===== src/include/cbm_params.svh =====
// Opcodes, field positions, lengths and reset values of the compare-branch and mask executor
`ifndef CBM_PARAMS_SVH
`define CBM_PARAMS_SVH

`define CBM_OP_AND_DIR 8'h52
`define CBM_OP_CJ_IMM 8'hB4
`define CBM_OP_CJ_DIR 8'hB5
`define CBM_OP_CJ_IND_MASK 8'hFE
`define CBM_OP_CJ_IND 8'hB6
`define CBM_OP_CJ_REG_MASK 8'hF8
`define CBM_OP_CJ_REG 8'hB8
`define CBM_IND_SEL_BIT 0
`define CBM_REG_SEL_MSB 2
`define CBM_LEN_ONE 16'h0001
`define CBM_LEN_AND 16'h0002
`define CBM_LEN_CJ 16'h0003
`define CBM_PC_RESET 16'h0000
`define CBM_BYTE_ZERO 8'h00
`define CBM_REG_COUNT 8

`endif


===== src/include/cbm_pkg.sv =====
// Types shared by the compare-branch and mask executor
package cbm_pkg;
  typedef enum logic [2:0] {
    ST_FETCH,
    ST_OPC,
    ST_BYTE2,
    ST_BYTE3,
    ST_EXEC,
    ST_AND_WR
  } cbm_state_t;

  typedef enum logic [1:0] {
    FORM_IMM,
    FORM_DIR,
    FORM_IND,
    FORM_REG
  } cbm_form_t;
endpackage : cbm_pkg


===== src/verilog/cbm_regfile.sv =====
// Eight working registers with one write port and a registered read port
`timescale 1ns/1ps
`default_nettype none
`include "cbm_params.svh"

module cbm_regfile (
  input wire logic i_clk,
  input wire logic i_wr,
  input wire logic [2:0] i_waddr,
  input wire logic [7:0] i_wdata,
  input wire logic [2:0] i_raddr,
  output logic [7:0] o_rdata
);
  logic [7:0] mem_q [`CBM_REG_COUNT];

  always_ff @(posedge i_clk) begin
    if (i_wr) begin
      mem_q[i_waddr] <= i_wdata;
    end
  end

  always_ff @(posedge i_clk) begin
    o_rdata <= mem_q[i_raddr];
  end
endmodule : cbm_regfile

`default_nettype wire


===== src/verilog/cbm_exec.sv =====
// Executor for the memory AND and the compare-and-jump-if-not-equal instruction family
// How it works
// - Opcode 52h plus address: AND into memory
// - Bitwise AND written back, accumulator unchanged
// - 1011011r compares indirect byte with immediate
// - B4h compares accumulator with immediate byte
// - B5h compares accumulator with direct byte
// - Any of eight registers compared with immediate
// - Advance by three, add offset if different
// - Equal operands fall through to next instruction
// - Carry set when first operand is smaller
`timescale 1ns/1ps
`default_nettype none
`include "cbm_params.svh"

module cbm_exec (
  input wire logic i_clk,
  input wire logic i_rst_n,
  output logic [15:0] o_pmem_addr,
  input wire logic [7:0] i_pmem_data,
  output logic [7:0] o_dmem_addr,
  output logic o_dmem_wr,
  output logic [7:0] o_dmem_wdata,
  input wire logic [7:0] i_dmem_rdata,
  input wire logic i_acc_wr,
  input wire logic [7:0] i_acc_wdata,
  input wire logic i_reg_wr,
  input wire logic [2:0] i_reg_sel,
  input wire logic [7:0] i_reg_wdata,
  output logic [7:0] o_acc,
  output logic o_carry,
  output logic [15:0] o_pc,
  output logic o_done,
  output logic o_taken,
  output logic o_bad_op
);
  cbm_pkg::cbm_state_t state_q;
  cbm_pkg::cbm_form_t form_q;
  logic [7:0] opc_q;
  logic [7:0] byte2_q;
  logic [7:0] offset_q;
  logic [7:0] reg_val_q;
  logic [7:0] reg_rdata;
  logic [2:0] reg_raddr;
  logic [7:0] op_first;
  logic [7:0] op_second;
  logic ops_ne;
  logic ops_lt;
  logic [15:0] seq_pc;
  logic [15:0] next_pc;

  function automatic logic is_cj(input logic [7:0] op);
    is_cj = (op == `CBM_OP_CJ_IMM) || (op == `CBM_OP_CJ_DIR) ||
            ((op & `CBM_OP_CJ_IND_MASK) == `CBM_OP_CJ_IND) ||
            ((op & `CBM_OP_CJ_REG_MASK) == `CBM_OP_CJ_REG);
  endfunction : is_cj

  function automatic cbm_pkg::cbm_form_t form_of(input logic [7:0] op);
    if (op == `CBM_OP_CJ_IMM) begin
      form_of = cbm_pkg::FORM_IMM;
    end else if (op == `CBM_OP_CJ_DIR) begin
      form_of = cbm_pkg::FORM_DIR;
    end else if ((op & `CBM_OP_CJ_IND_MASK) == `CBM_OP_CJ_IND) begin
      form_of = cbm_pkg::FORM_IND;
    end else begin
      form_of = cbm_pkg::FORM_REG;
    end
  endfunction : form_of

  function automatic logic [15:0] sext(input logic [7:0] b);
    sext = {{8{b[7]}}, b};
  endfunction : sext

  // Register index is taken straight from the opcode byte while it is on the bus
  always_comb begin
    if ((i_pmem_data & `CBM_OP_CJ_REG_MASK) == `CBM_OP_CJ_REG) begin
      reg_raddr = i_pmem_data[`CBM_REG_SEL_MSB:0];
    end else begin
      reg_raddr = {2'h0, i_pmem_data[`CBM_IND_SEL_BIT]};
    end
  end

  cbm_regfile u_regs (
    .i_clk(i_clk),
    .i_wr(i_reg_wr),
    .i_waddr(i_reg_sel),
    .i_wdata(i_reg_wdata),
    .i_raddr(reg_raddr),
    .o_rdata(reg_rdata)
  );

  always_comb begin
    unique case (form_q)
      cbm_pkg::FORM_IMM: begin
        op_first = o_acc;
        op_second = byte2_q;
      end
      cbm_pkg::FORM_DIR: begin
        op_first = o_acc;
        op_second = i_dmem_rdata;
      end
      cbm_pkg::FORM_IND: begin
        op_first = i_dmem_rdata;
        op_second = byte2_q;
      end
      cbm_pkg::FORM_REG: begin
        op_first = reg_val_q;
        op_second = byte2_q;
      end
    endcase
  end

  assign ops_ne = op_first != op_second;
  assign ops_lt = op_first < op_second;
  assign seq_pc = o_pc + `CBM_LEN_CJ;
  assign next_pc = ops_ne ? seq_pc + sext(offset_q) : seq_pc;

  // Sequencer and program counter
  always_ff @(posedge i_clk) begin
    if (!i_rst_n) begin
      state_q <= cbm_pkg::ST_FETCH;
      o_pc <= `CBM_PC_RESET;
      o_pmem_addr <= `CBM_PC_RESET;
      o_done <= 1'b0;
      o_taken <= 1'b0;
      o_bad_op <= 1'b0;
    end else begin
      o_done <= 1'b0;
      o_taken <= 1'b0;
      o_bad_op <= 1'b0;
      unique case (state_q)
        cbm_pkg::ST_FETCH: begin
          o_pmem_addr <= o_pc + `CBM_LEN_ONE;
          state_q <= cbm_pkg::ST_OPC;
        end
        cbm_pkg::ST_OPC: begin
          if (i_pmem_data == `CBM_OP_AND_DIR || is_cj(i_pmem_data)) begin
            o_pmem_addr <= o_pc + `CBM_LEN_AND;
            state_q <= cbm_pkg::ST_BYTE2;
          end else begin
            // Other opcodes are skipped as one-byte instructions
            o_pc <= o_pc + `CBM_LEN_ONE;
            o_pmem_addr <= o_pc + `CBM_LEN_ONE;
            o_bad_op <= 1'b1;
            o_done <= 1'b1;
            state_q <= cbm_pkg::ST_FETCH;
          end
        end
        cbm_pkg::ST_BYTE2: begin
          state_q <= (opc_q == `CBM_OP_AND_DIR) ? cbm_pkg::ST_AND_WR : cbm_pkg::ST_BYTE3;
        end
        cbm_pkg::ST_BYTE3: begin
          state_q <= cbm_pkg::ST_EXEC;
        end
        cbm_pkg::ST_EXEC: begin
          o_pc <= next_pc;
          o_pmem_addr <= next_pc;
          o_taken <= ops_ne;
          o_done <= 1'b1;
          state_q <= cbm_pkg::ST_FETCH;
        end
        cbm_pkg::ST_AND_WR: begin
          o_pc <= o_pc + `CBM_LEN_AND;
          o_pmem_addr <= o_pc + `CBM_LEN_AND;
          o_done <= 1'b1;
          state_q <= cbm_pkg::ST_FETCH;
        end
        default: begin
          state_q <= cbm_pkg::ST_FETCH;
        end
      endcase
    end
  end

  // Instruction bytes and operand capture
  always_ff @(posedge i_clk) begin
    if (!i_rst_n) begin
      opc_q <= `CBM_BYTE_ZERO;
      byte2_q <= `CBM_BYTE_ZERO;
      offset_q <= `CBM_BYTE_ZERO;
      reg_val_q <= `CBM_BYTE_ZERO;
      form_q <= cbm_pkg::FORM_IMM;
    end else begin
      if (state_q == cbm_pkg::ST_OPC) begin
        opc_q <= i_pmem_data;
        form_q <= form_of(i_pmem_data);
      end
      if (state_q == cbm_pkg::ST_BYTE2) begin
        byte2_q <= i_pmem_data;
        reg_val_q <= reg_rdata;
      end
      if (state_q == cbm_pkg::ST_BYTE3) begin
        offset_q <= i_pmem_data;
      end
    end
  end

  // Data memory port: read address, then a one-cycle write strobe for the AND
  always_ff @(posedge i_clk) begin
    if (!i_rst_n) begin
      o_dmem_addr <= `CBM_BYTE_ZERO;
      o_dmem_wr <= 1'b0;
      o_dmem_wdata <= `CBM_BYTE_ZERO;
    end else begin
      o_dmem_wr <= 1'b0;
      if (state_q == cbm_pkg::ST_BYTE2) begin
        o_dmem_addr <= (form_q == cbm_pkg::FORM_IND && opc_q != `CBM_OP_AND_DIR) ? reg_rdata : i_pmem_data;
      end
      if (state_q == cbm_pkg::ST_AND_WR) begin
        o_dmem_wr <= 1'b1;
        o_dmem_wdata <= i_dmem_rdata & o_acc;
      end
    end
  end

  // Accumulator is only written from outside; the AND leaves it alone
  always_ff @(posedge i_clk) begin
    if (!i_rst_n) begin
      o_acc <= `CBM_BYTE_ZERO;
    end else if (i_acc_wr) begin
      o_acc <= i_acc_wdata;
    end
  end

  always_ff @(posedge i_clk) begin
    if (!i_rst_n) begin
      o_carry <= 1'b0;
    end else if (state_q == cbm_pkg::ST_EXEC) begin
      o_carry <= ops_lt;
    end
  end
endmodule : cbm_exec

`default_nettype wire


===== config.mk =====
export PLATFORM = sky130hd
export DESIGN_NAME = cbm_exec
export DESIGN_NICKNAME = d
export VERILOG_FILES = /design/src/include/cbm_pkg.sv /design/src/verilog/cbm_regfile.sv /design/src/verilog/cbm_exec.sv
export VERILOG_INCLUDE_DIRS = /design/src /design/src/include
export SDC_FILE = /design/constraint.sdc
export NUM_CORES = 1
export LEC_CHECK = 0
export ABC_AREA = 0
export BUFFER_PORTS_ARGS = -buffer_cell sky130_fd_sc_hd__buf_4
export CORE_ASPECT_RATIO = 0.9
export CORE_MARGIN = 5
export CORE_UTILIZATION = 59
export DETAILED_ROUTE_END_ITERATION = 12
export HOLD_SLACK_MARGIN = 0.06
export MAX_ROUTING_LAYER = met4
export PLACE_DENSITY = 0.86
export SKIP_CTS_REPAIR_TIMING = 1
export SLEW_MARGIN = 20
export SYNTH_ARGS = -nofsm -noshare
export SYNTH_HDL_FRONTEND = slang
export SYNTH_SLANG_ARGS = --single-unit

===== constraint.sdc =====
create_clock -name i_clk -period 4.6 [get_ports i_clk]
set_input_delay 0.46 -clock i_clk [delete_from_list [all_inputs] [get_ports i_clk]]
set_output_delay 0.46 -clock i_clk [all_outputs]
set_load 0.02 [all_outputs]

Yosys cells after proc, flatten, opt, wreduce, memory -nomap -nowiden. Memory sizes are Yosys's and may differ from the RTL's. A register that Yosys moved wholly into a read port is not among the register bits. Index checks and enable logic that the tools add are counted.

Register bits after elaboration: 98. Memory bits (writable): 64. Input bits: 39. Output and inout port bits: 61. Logic and storage cells: 75. Memories: 1.

$add $sub $neg: 4. Order comparisons: 1. Eq/ne operators: 17. Muxes and demuxes: 20. Bitwise operators: 1. Reductions and logical operators: 15.

Memory list: u_regs.mem_q (words 8, width 8, read ports 1, clocked after memory_dff 1, write ports 1, RTL line cbm_regfile.sv:14) `` logic [7:0] mem_q [`CBM_REG_COUNT]; ``.

Operators by type and width (number): case mux 16 bit (4 select lines) (1); two-way mux 16 bit (3); case mux 16 bit (3 select lines) (1); adder 16 x 2 -> 16 bit, second input constant (2); case mux 8 bit (3 select lines) (1); adder 16 x 1 -> 16 bit, second input constant (1); adder 16 bit (1); equality test 8 x 7 -> 1 bit, second input constant (2); equality test 8 bit, second input constant (2); case mux 8 bit (2 select lines) (1); case mux 3 bit (4 select lines) (1); AND 8 bit (1); less-than comparator 8 bit (1); two-way mux 8 bit (1); inequality test 8 x 7 -> 1 bit, second input constant (1); inequality test 8 bit (1); equality test 7 bit, second input constant (1); equality test 3 x 2 -> 1 bit, second input constant (2); equality test 3 bit, second input constant (2); two-way mux 2 bit (3); two-way mux 3 bit (2); AND reduction 2 bit (3); equality test 5 bit, second input constant (1); two-way mux 1 bit (5); 13 further kinds (18).

Logic depth before layout (Yosys ltp). Gate-level depths: netlist (run 1).

Depth after elaboration: 7. Depth in mapped cells: 15. Gate-level depth less buffers: 15.

By module. Synthesis (run 1) repeated with hierarchy kept, for this count alone.

Cell total of the unflattened synthesis: 962. Area, all modules: 9009.9 µm².

Modules (own cells, without submodules): cbm_exec (times used 1, cells each 848, area each 6318.6 µm², seq. area each 1961.9 µm²); cbm_regfile (times used 1, cells each 114, area each 2691.3 µm², seq. area each 2082.0 µm²).

Least setup slack after synthesis (run 1). OpenSTA, ideal clock, no wires.

Path kind: register to register. Start point: register o_pc[0]. End point: register o_pmem_addr[14]. Setup time: 0.127 ns. Arrival: 3.217 ns. Data required time: 4.473 ns. Slack: 1.256 ns. Stages on the path, launching flop included: 14. Path buffers: 1. Clock period less this slack: 3.344 ns. Path through: dfxtp_1 > buf_2 > inv_1 > ha_1 > nand3b_1 > xnor2_1 > ha_1 > a21oi_1 > nor2b_1 > o311a_1 > o211a_1 > o31a_1 > o31ai_1 > nand3_1.

Word-level cells in the longest chain between the ends: 4. Elaborated cells on any way between the ends: 7. Classes of those cells: add/sub (4); mux (3).

RTL lines: start, declared (RTL line cbm_exec.sv:32) `output logic [15:0] o_pc,`; start signal, assigned (RTL line cbm_exec.sv:122) `` o_pc <= `CBM_PC_RESET; ``; start signal, assigned (RTL line cbm_exec.sv:142) `` o_pc <= o_pc + `CBM_LEN_ONE; ``; start signal, assigned (RTL line cbm_exec.sv:156) `o_pc <= next_pc;`; adder 16 x 2 -> 16 bit (no source line); adder 16 bit (RTL line cbm_exec.sv:116) `assign next_pc = ops_ne ? seq_pc + sext(offset_q) : seq_pc;`; two-way mux 16 bit (RTL line cbm_exec.sv:116); case mux 16 bit (4 select lines) * (RTL line cbm_exec.sv:131) `unique case (state_q)`; end signal, assigned (RTL line cbm_exec.sv:123) `` o_pmem_addr <= `CBM_PC_RESET; ``; end signal, assigned (RTL line cbm_exec.sv:133) `` o_pmem_addr <= o_pc + `CBM_LEN_ONE; ``; end signal, assigned (RTL line cbm_exec.sv:138) `` o_pmem_addr <= o_pc + `CBM_LEN_AND; ``; end, declared (RTL line cbm_exec.sv:19) `output logic [15:0] o_pmem_addr,`.

Every way passes the cells marked *; elsewhere a longest branch is shown, timed or not. A chain may end at the register's enable or synchronous reset.

Final worst setup path (run 1).
Start point: register o_pc[0]. End point: register o_pc[8].

Word-level cells in the longest chain between the ends: 4. Elaborated cells on any way between the ends: 7. Classes of those cells: add/sub (4); mux (3).

RTL lines (RTL line): adder 16 x 2 -> 16 bit (no source line); adder 16 bit (cbm_exec.sv:116); two-way mux 16 bit (cbm_exec.sv:116); case mux 16 bit (3 select lines) * (cbm_exec.sv:131).

Every way passes the cells marked *; elsewhere a longest branch is shown, timed or not. The select of a mux whose other input is x is not followed.

==> flow_metrics.tcl, run 1 <==
set metrics [dict create \
    drive_above_1_share_pct 18.97 \
    grt_usage_pct 28.82 \
    tightest_slew_ns 0.8655 \
    start_kind "register" \
    dr.pass1.iters 5 \
    ys_ff_latch 170 \
    pre_cts_slack_ns 0.8995 \
    drcViolationCount 0 \
    cts_root_buf "clkbuf_16" \
    finalNetCount 1068 \
    antenna_found_initial 0 \
    power_mw 3.507 \
    crit_arrival_ns 4.28 \
    netSwitchingPower_mw 0.9594 \
    wl_per_cell_um 20.50 \
    place.gp.congestion 0.9799 \
    grt_setup_unrepaired "no" \
    hpwl_mm 17.17 \
    drt-initial-drc-count 916 \
    port_buffers 99 \
    grt_start_max_net_pins 42 \
    final_cell_mix "120 x nand2_1, 116 x buf_4, 106 x dfxtp_1" \
    io_pins 100 \
    fp.dieH_um 126.2 \
    final_hold_viol_count 0 \
    die_w_um 139.1 \
    synth_cells 925 \
    p_int_mw 2.547 \
    fin_tns_setup_ns 0 \
    synth_enable_flop_cells 64 \
    crit_required_ns 4.97 \
    synthDistinctLibCells 70 \
    start_util_pct 60.12 \
    rows 42 \
    cap_violations 0 \
    synthFlopType "dfxtp_1" \
    syn_nets 994 \
    final_cells 1210 \
    gr-total-overflow 0 \
    drt_wl_total_mm 24.80 \
    drtAntennaViolNets 0 \
    post-route-util_pct 70.05 \
    grt_pass1_wl_mm 38.68 \
    layout.cells.most_common "nand2_1" \
    core_area_sq_um 14710 \
    min_path_type "in -> reg" \
    setup_ws_ns 0.6945 \
    syn_area_per_cell_sq_um 9.563 \
    die-area_sq_um 17550 \
    clock_sinks 170 \
    critPathMaxFanout 11 \
    async_flop_share_pct 0 \
    max_slew_margin_pct 42.09 \
    syn_area_sq_um 8846 \
    place_inst 1178 \
    clock_path_buffers 2 \
    clk_pin_slew_worst_paths_ns 0.07 \
    critical_path_class "reg -> reg" \
    num-fill-cells 1147 \
    drt-vias-per-instance 6.272 \
    grt_pass1_vias 6958 \
    power-per-cell-area_nw_per_um2 340.2 \
    clk_latency_ns 0.44 \
    clockPowerShare_pct 41.6 \
    setup-violations-final 0 \
    fmax_mhz 256.1 \
    area_growth_pct 16.52 \
    htreeDepth 4 \
    p_seq_share_pct 47.2 \
    endpoint_kind "register" \
    clock-skew-final_ns 0.01140 \
    fin_crit_sh_pct 84.90 \
    num_vias 7589 \
    comb_power_share_pct 11.2 \
    numCtsBuffers 17 \
    swShare_pct 27.36 \
    ys_warn_count 0 \
    status "complete, no violations" \
    yosysSeqAreaShare_pct 45.71 \
    diodes 0 \
    layout_min_cycle_time_ns 3.905 \
    power.leakage_nw 3.931 \
    cts_tree "done" \
    slew_viol_final 0 \
    irDropWorstVdd_v 0.0004368 \
]
## layer usage
metal	GRT usage (%)	wire length, um	up-vias	part of all wire (%)
met2	41.27	10990	415	44
met1	39.88	10790	3577	43
li1	-	-	3558	-
met4	7.480	427	0	1.7
met3	9.249	2591	39	10
met5	-	0	-	0
## power by group through the flow
stage	registers [mW]	clock network, mW	logic, mW
CTS	1.65	1.46	0.389
detailed placement	1.69	0	0.384
global placement	1.68	0	0.377
finish	1.65	1.46	0.393
floorplan	1.68	0	0.240
global route	1.66	1.54	0.428
## per-stage QoR
stage	hold slack, ns	cell area [sq um]
2_1_floorplan	0.4312	8846
3_3_place_gp	0.4397	9708
3_5_place_dp	0.4445	9708
4_1_cts	0.2421	10310
5_1_grt	0.2352	10310
6_report	0.2529	10310
## critical path: stages, from the launching register on
cell	delay [ns]
dfxtp_1	0.62
inv_1	0.20
ha_1	0.27
nand3b_1	0.33
xnor2_1	0.30
ha_1	0.32
a21oi_1	0.24
nor2b_1	0.12
o311ai_0	0.60
a21boi_0	0.20
o31ai_1	0.35
nand2_1	0.14
a31oi_1	0.16
## path summary, 6_finish.rpt
path | startpoint | to | slack [ns] | depth (start not counted)
worst min register to register | opc_q[0]$_SDFFE_PN0P_ | opc_q[0]$_SDFFE_PN0P_ | 0.45 | 2
worst min-delay path | i_reg_wdata[3] | u_regs.mem_q[6][3]$_DFFE_PP_ | 0.25 | 1
worst max-delay path | o_pc[0]$_SDFFE_PN0P_ | o_pc[8]$_SDFFE_PN0P_ | 0.69 | 12
worst max register to register | o_pc[0]$_SDFFE_PN0P_ | o_pc[8]$_SDFFE_PN0P_ | 0.69 | 12
## cells in the mapped netlist (all sizes together) (9+ instances only)
cell type / n / area, sq um
o221ai: 10 / 87.58
clkbuf: 31 / 116.4
mux2: 9 / 101.4
nor2: 86 / 330.3
mux4: 16 / 360.4
nand2: 120 / 450.4
dfxtp: 106 / 2122
nand3: 32 / 160.2
edfxtp: 64 / 1922
ha: 29 / 362.9
inv: 14 / 52.55
nand4: 11 / 68.82
o22ai: 9 / 56.30
xor2: 16 / 140.1
a31oi: 9 / 56.30
buf: 30 / 145.1
a211oi: 14 / 117.6
nor3: 22 / 120.1
o21ai: 45 / 225.2
a21oi: 93 / 469.2
mux2i: 41 / 410.4
xnor2: 17 / 148.9
## state kept, by name, indices dropped and copies added (netlist names)
name and cells:
byte2_q 8, form_q 2, o_acc 8, o_bad_op 1, o_carry 1, o_dmem_addr 8
o_dmem_wdata 8, o_dmem_wr 1, o_done 1, o_pc 16, o_pmem_addr 16, o_taken 1
offset_q 8, opc_q 8, reg_val_q 8, state_q 3, u_regs.mem_q 64, u_regs.o_rdata 8
## layout make-up
class                           instances  area [sq um]  area share [%]
Tap cell                              198         247.7           2.403
Inverter                               15         56.30          0.5462
Clock buffer                           17         425.4           4.127
Clock inverter                         15         173.9           1.687
Sequential cell                       170          4044           39.23
Timing Repair Buffer                  116         870.8           8.449
Multi-Input combinational cell        679          4489           43.55
## cells by family (layout without fill, tap and decap cells)
kind of cell             Yosys count  in the layout  share of synthesized area (%)
XOR/XNOR                          33             33                          3.267
multiplexers                      66             66                          9.859
AND/OR/NAND/NOR                  318            318                          16.39
buffers and inverters             76            163                          3.593
flip-flops                       170            170                          45.71
adder cells (fa/ha/maj)           30             30                          4.328
AO/OA/AOI/OAI                    232            232                          16.85
Power figures use the tool's default switching activity.
==> inputs of run 2 (changes only) <==
--- a/config.mk
+++ b/config.mk
@@ -10,11 +10,11 @@
 export BUFFER_PORTS_ARGS = -buffer_cell sky130_fd_sc_hd__buf_4
 export CORE_ASPECT_RATIO = 0.9
 export CORE_MARGIN = 5
-export CORE_UTILIZATION = 59
+export CORE_UTILIZATION = 53
 export DETAILED_ROUTE_END_ITERATION = 12
 export HOLD_SLACK_MARGIN = 0.06
 export MAX_ROUTING_LAYER = met4
-export PLACE_DENSITY = 0.86
+export PLACE_DENSITY = 0.82
 export SKIP_CTS_REPAIR_TIMING = 1
 export SLEW_MARGIN = 20
 export SYNTH_ARGS = -nofsm -noshare
==> constraint.sdc (replaced) <==
create_clock -name i_clk -period 3.3 [get_ports i_clk]
set_input_delay 0.33 -clock i_clk [delete_from_list [all_inputs] [get_ports i_clk]]
set_output_delay 0.33 -clock i_clk [all_outputs]
set_load 0.02 [all_outputs]
==> flow_metrics.tcl, run 2 (synthesis results as in run 1) <==
set metrics [dict create \
    top_regs "u_regs.mem_q x64, o_pc x16, o_pmem_addr x16" \
    area_growth_pct 21.95 \
    clock_path_buffers 2 \
    start_kind "register" \
    antenna_found_initial 0 \
    finalNetCount 1116 \
    diodes 0 \
    crit_required_ns 3.63 \
    cp_cell_sequence "buf_4, ha_1, a21o_1, nand3_1, xnor2_1, ha_1, nand3_1, a21oi_1, o311ai_0, a211oi_1, mux2i_1, o31ai_2, a21oi_1" \
    slew_viol_final 0 \
    critical_path_class "reg -> reg" \
    slowest_stage "a211oi_1" \
    numCtsBuffers 17 \
    start_util_pct 54.47 \
    die-area_sq_um 19380 \
    pre_cts_slack_ns 0.05484 \
    hpwl_mm 18.96 \
    htreeDepth 4 \
    clk_pin_slew_worst_paths_ns 0.08 \
    startpoint "o_pc[1]$_SDFFE_PN0P_" \
    largest-register "u_regs.mem_q" \
    grt_pass1_wl_mm 41.25 \
    wl_per_cell_um 21.19 \
    die_w_um 146.2 \
    num_vias 7885 \
    grt_usage_pct 27.82 \
    cap_violations 0 \
    place.gp.congestion 1.050 \
    status "complete, no violations" \
    critPathMaxFanout 8 \
    reg2reg_from "o_pc[1]$_SDFFE_PN0P_" \
    drcViolationCount 0 \
    dr.pass1.iters 7 \
    path_buf_inv 1 \
    r2r_slack_ns 0.16 \
    drt-vias-per-instance 6.223 \
    min_path_type "in -> reg" \
    gr-total-overflow 0 \
    rows 44 \
    clk_latency_ns 0.45 \
    endpoint_kind "register" \
    power_mw 5.078 \
    crit_path_max_incr_delay_ns 0.43 \
    power-per-cell-area_nw_per_um2 470.7 \
    clock_sinks 170 \
    core_area_sq_um 16240 \
    fin_crit_sh_pct 95.23 \
    grt_pass1_vias 7241 \
    cts_root_buf "clkbuf_16" \
    grt_start_max_net_pins 77 \
    drive_above_1_share_pct 23.68 \
    drt_wl_total_mm 26.85 \
    cts_tree "done" \
    irDropWorstVdd_v 0.0004254 \
    clock-skew-final_ns 0.01337 \
    setup-violations-final 0 \
    setup_ws_ns 0.1575 \
    max_slew_margin_pct 39.78 \
    largest_register_ffs 64 \
    final_cell_mix "164 x buf_4, 120 x nand2_1, 105 x dfxtp_1" \
    port_buffers 99 \
    crit_family "compound AO/OA/AOI/OAI gates" \
    layout.cells.most_common "buf_4" \
    fmax_mhz 318.2 \
    drt-initial-drc-count 1067 \
    drtAntennaViolNets 0 \
    tightest_slew_ns 0.8999 \
    hp-start "i_reg_wdata[5]" \
    crit_arrival_ns 3.47 \
    io_pins 100 \
    final_hold_viol_count 0 \
    fp.dieH_um 132.6 \
    layout_min_cycle_time_ns 3.143 \
    power.leakage_nw 4.200 \
]
-- run 2: cell types whose count changed in the layout (fill, tap and decap cells not counted), moves of 2 or more --
| cell | change |
|---|---|
| a21oi_1 | -3 |
| a21oi_2 | +3 |
| buf_4 | +48 |
| clkinvlp_4 | -2 |
| inv_12 | +8 |
| inv_6 | -3 |
| inv_8 | -2 |
| nor4_1 | -2 |
| nor4_2 | +2 |
-- run 2: final cells by class --
type,instances,area (sq um)
Fill cell,1247,5453
Clock buffer,17,425.4
Inverter,15,56.30
Tap cell,207,259.0
Timing Repair Buffer,164,1231
Multi-Input combinational cell,679,4546
Sequential cell,170,4045
Clock inverter,15,225.2
-- run 2: per-layer routing --
layer  part of all wire (%)  up-vias  GRT usage, %
li1                       -     3643             -
met1                     43     3716         39.21
met2                     45      456         41.12
met3                    9.9       70         6.190
met4                    2.1        0         6.688
met5                      0        -             -
-- run 2: path summary, 6_finish.rpt --
path / endpoint / cells after the start
worst min-delay path: u_regs.mem_q[5][5]$_DFFE_PP_ / 1
worst max register to register: o_pc[12]$_SDFFE_PN0P_ / 13
worst min register to register: o_dmem_wdata[2]$_SDFFE_PN0P_ / 2
worst max-delay path: o_pc[12]$_SDFFE_PN0P_ / 13
-- run 2: power by group --
part | switching [mW] | total [mW] | internal (mW) | leakage [nW]
Clock | 1.10 | 2.18 | 1.09 | 0.314
Sequential | 0.0461 | 2.29 | 2.24 | 1.45
Combinational | 0.360 | 0.609 | 0.248 | 2.44
-- run 2: stage by stage --
step	setup TNS (ns)	util [%]	hold WS (ns)	std cells	area, sq um
2_1_floorplan	0	-	0.4289	925	8848
3_3_place_gp	0	61.88	0.4381	1231	10050
3_5_place_dp	0	61.88	0.4462	1231	10050
4_1_cts	0	65.89	0.09748	1263	10700
5_1_grt	-0.01365	66.43	0.09355	1267	10790
6_report	0	66.43	0.1107	1267	10790
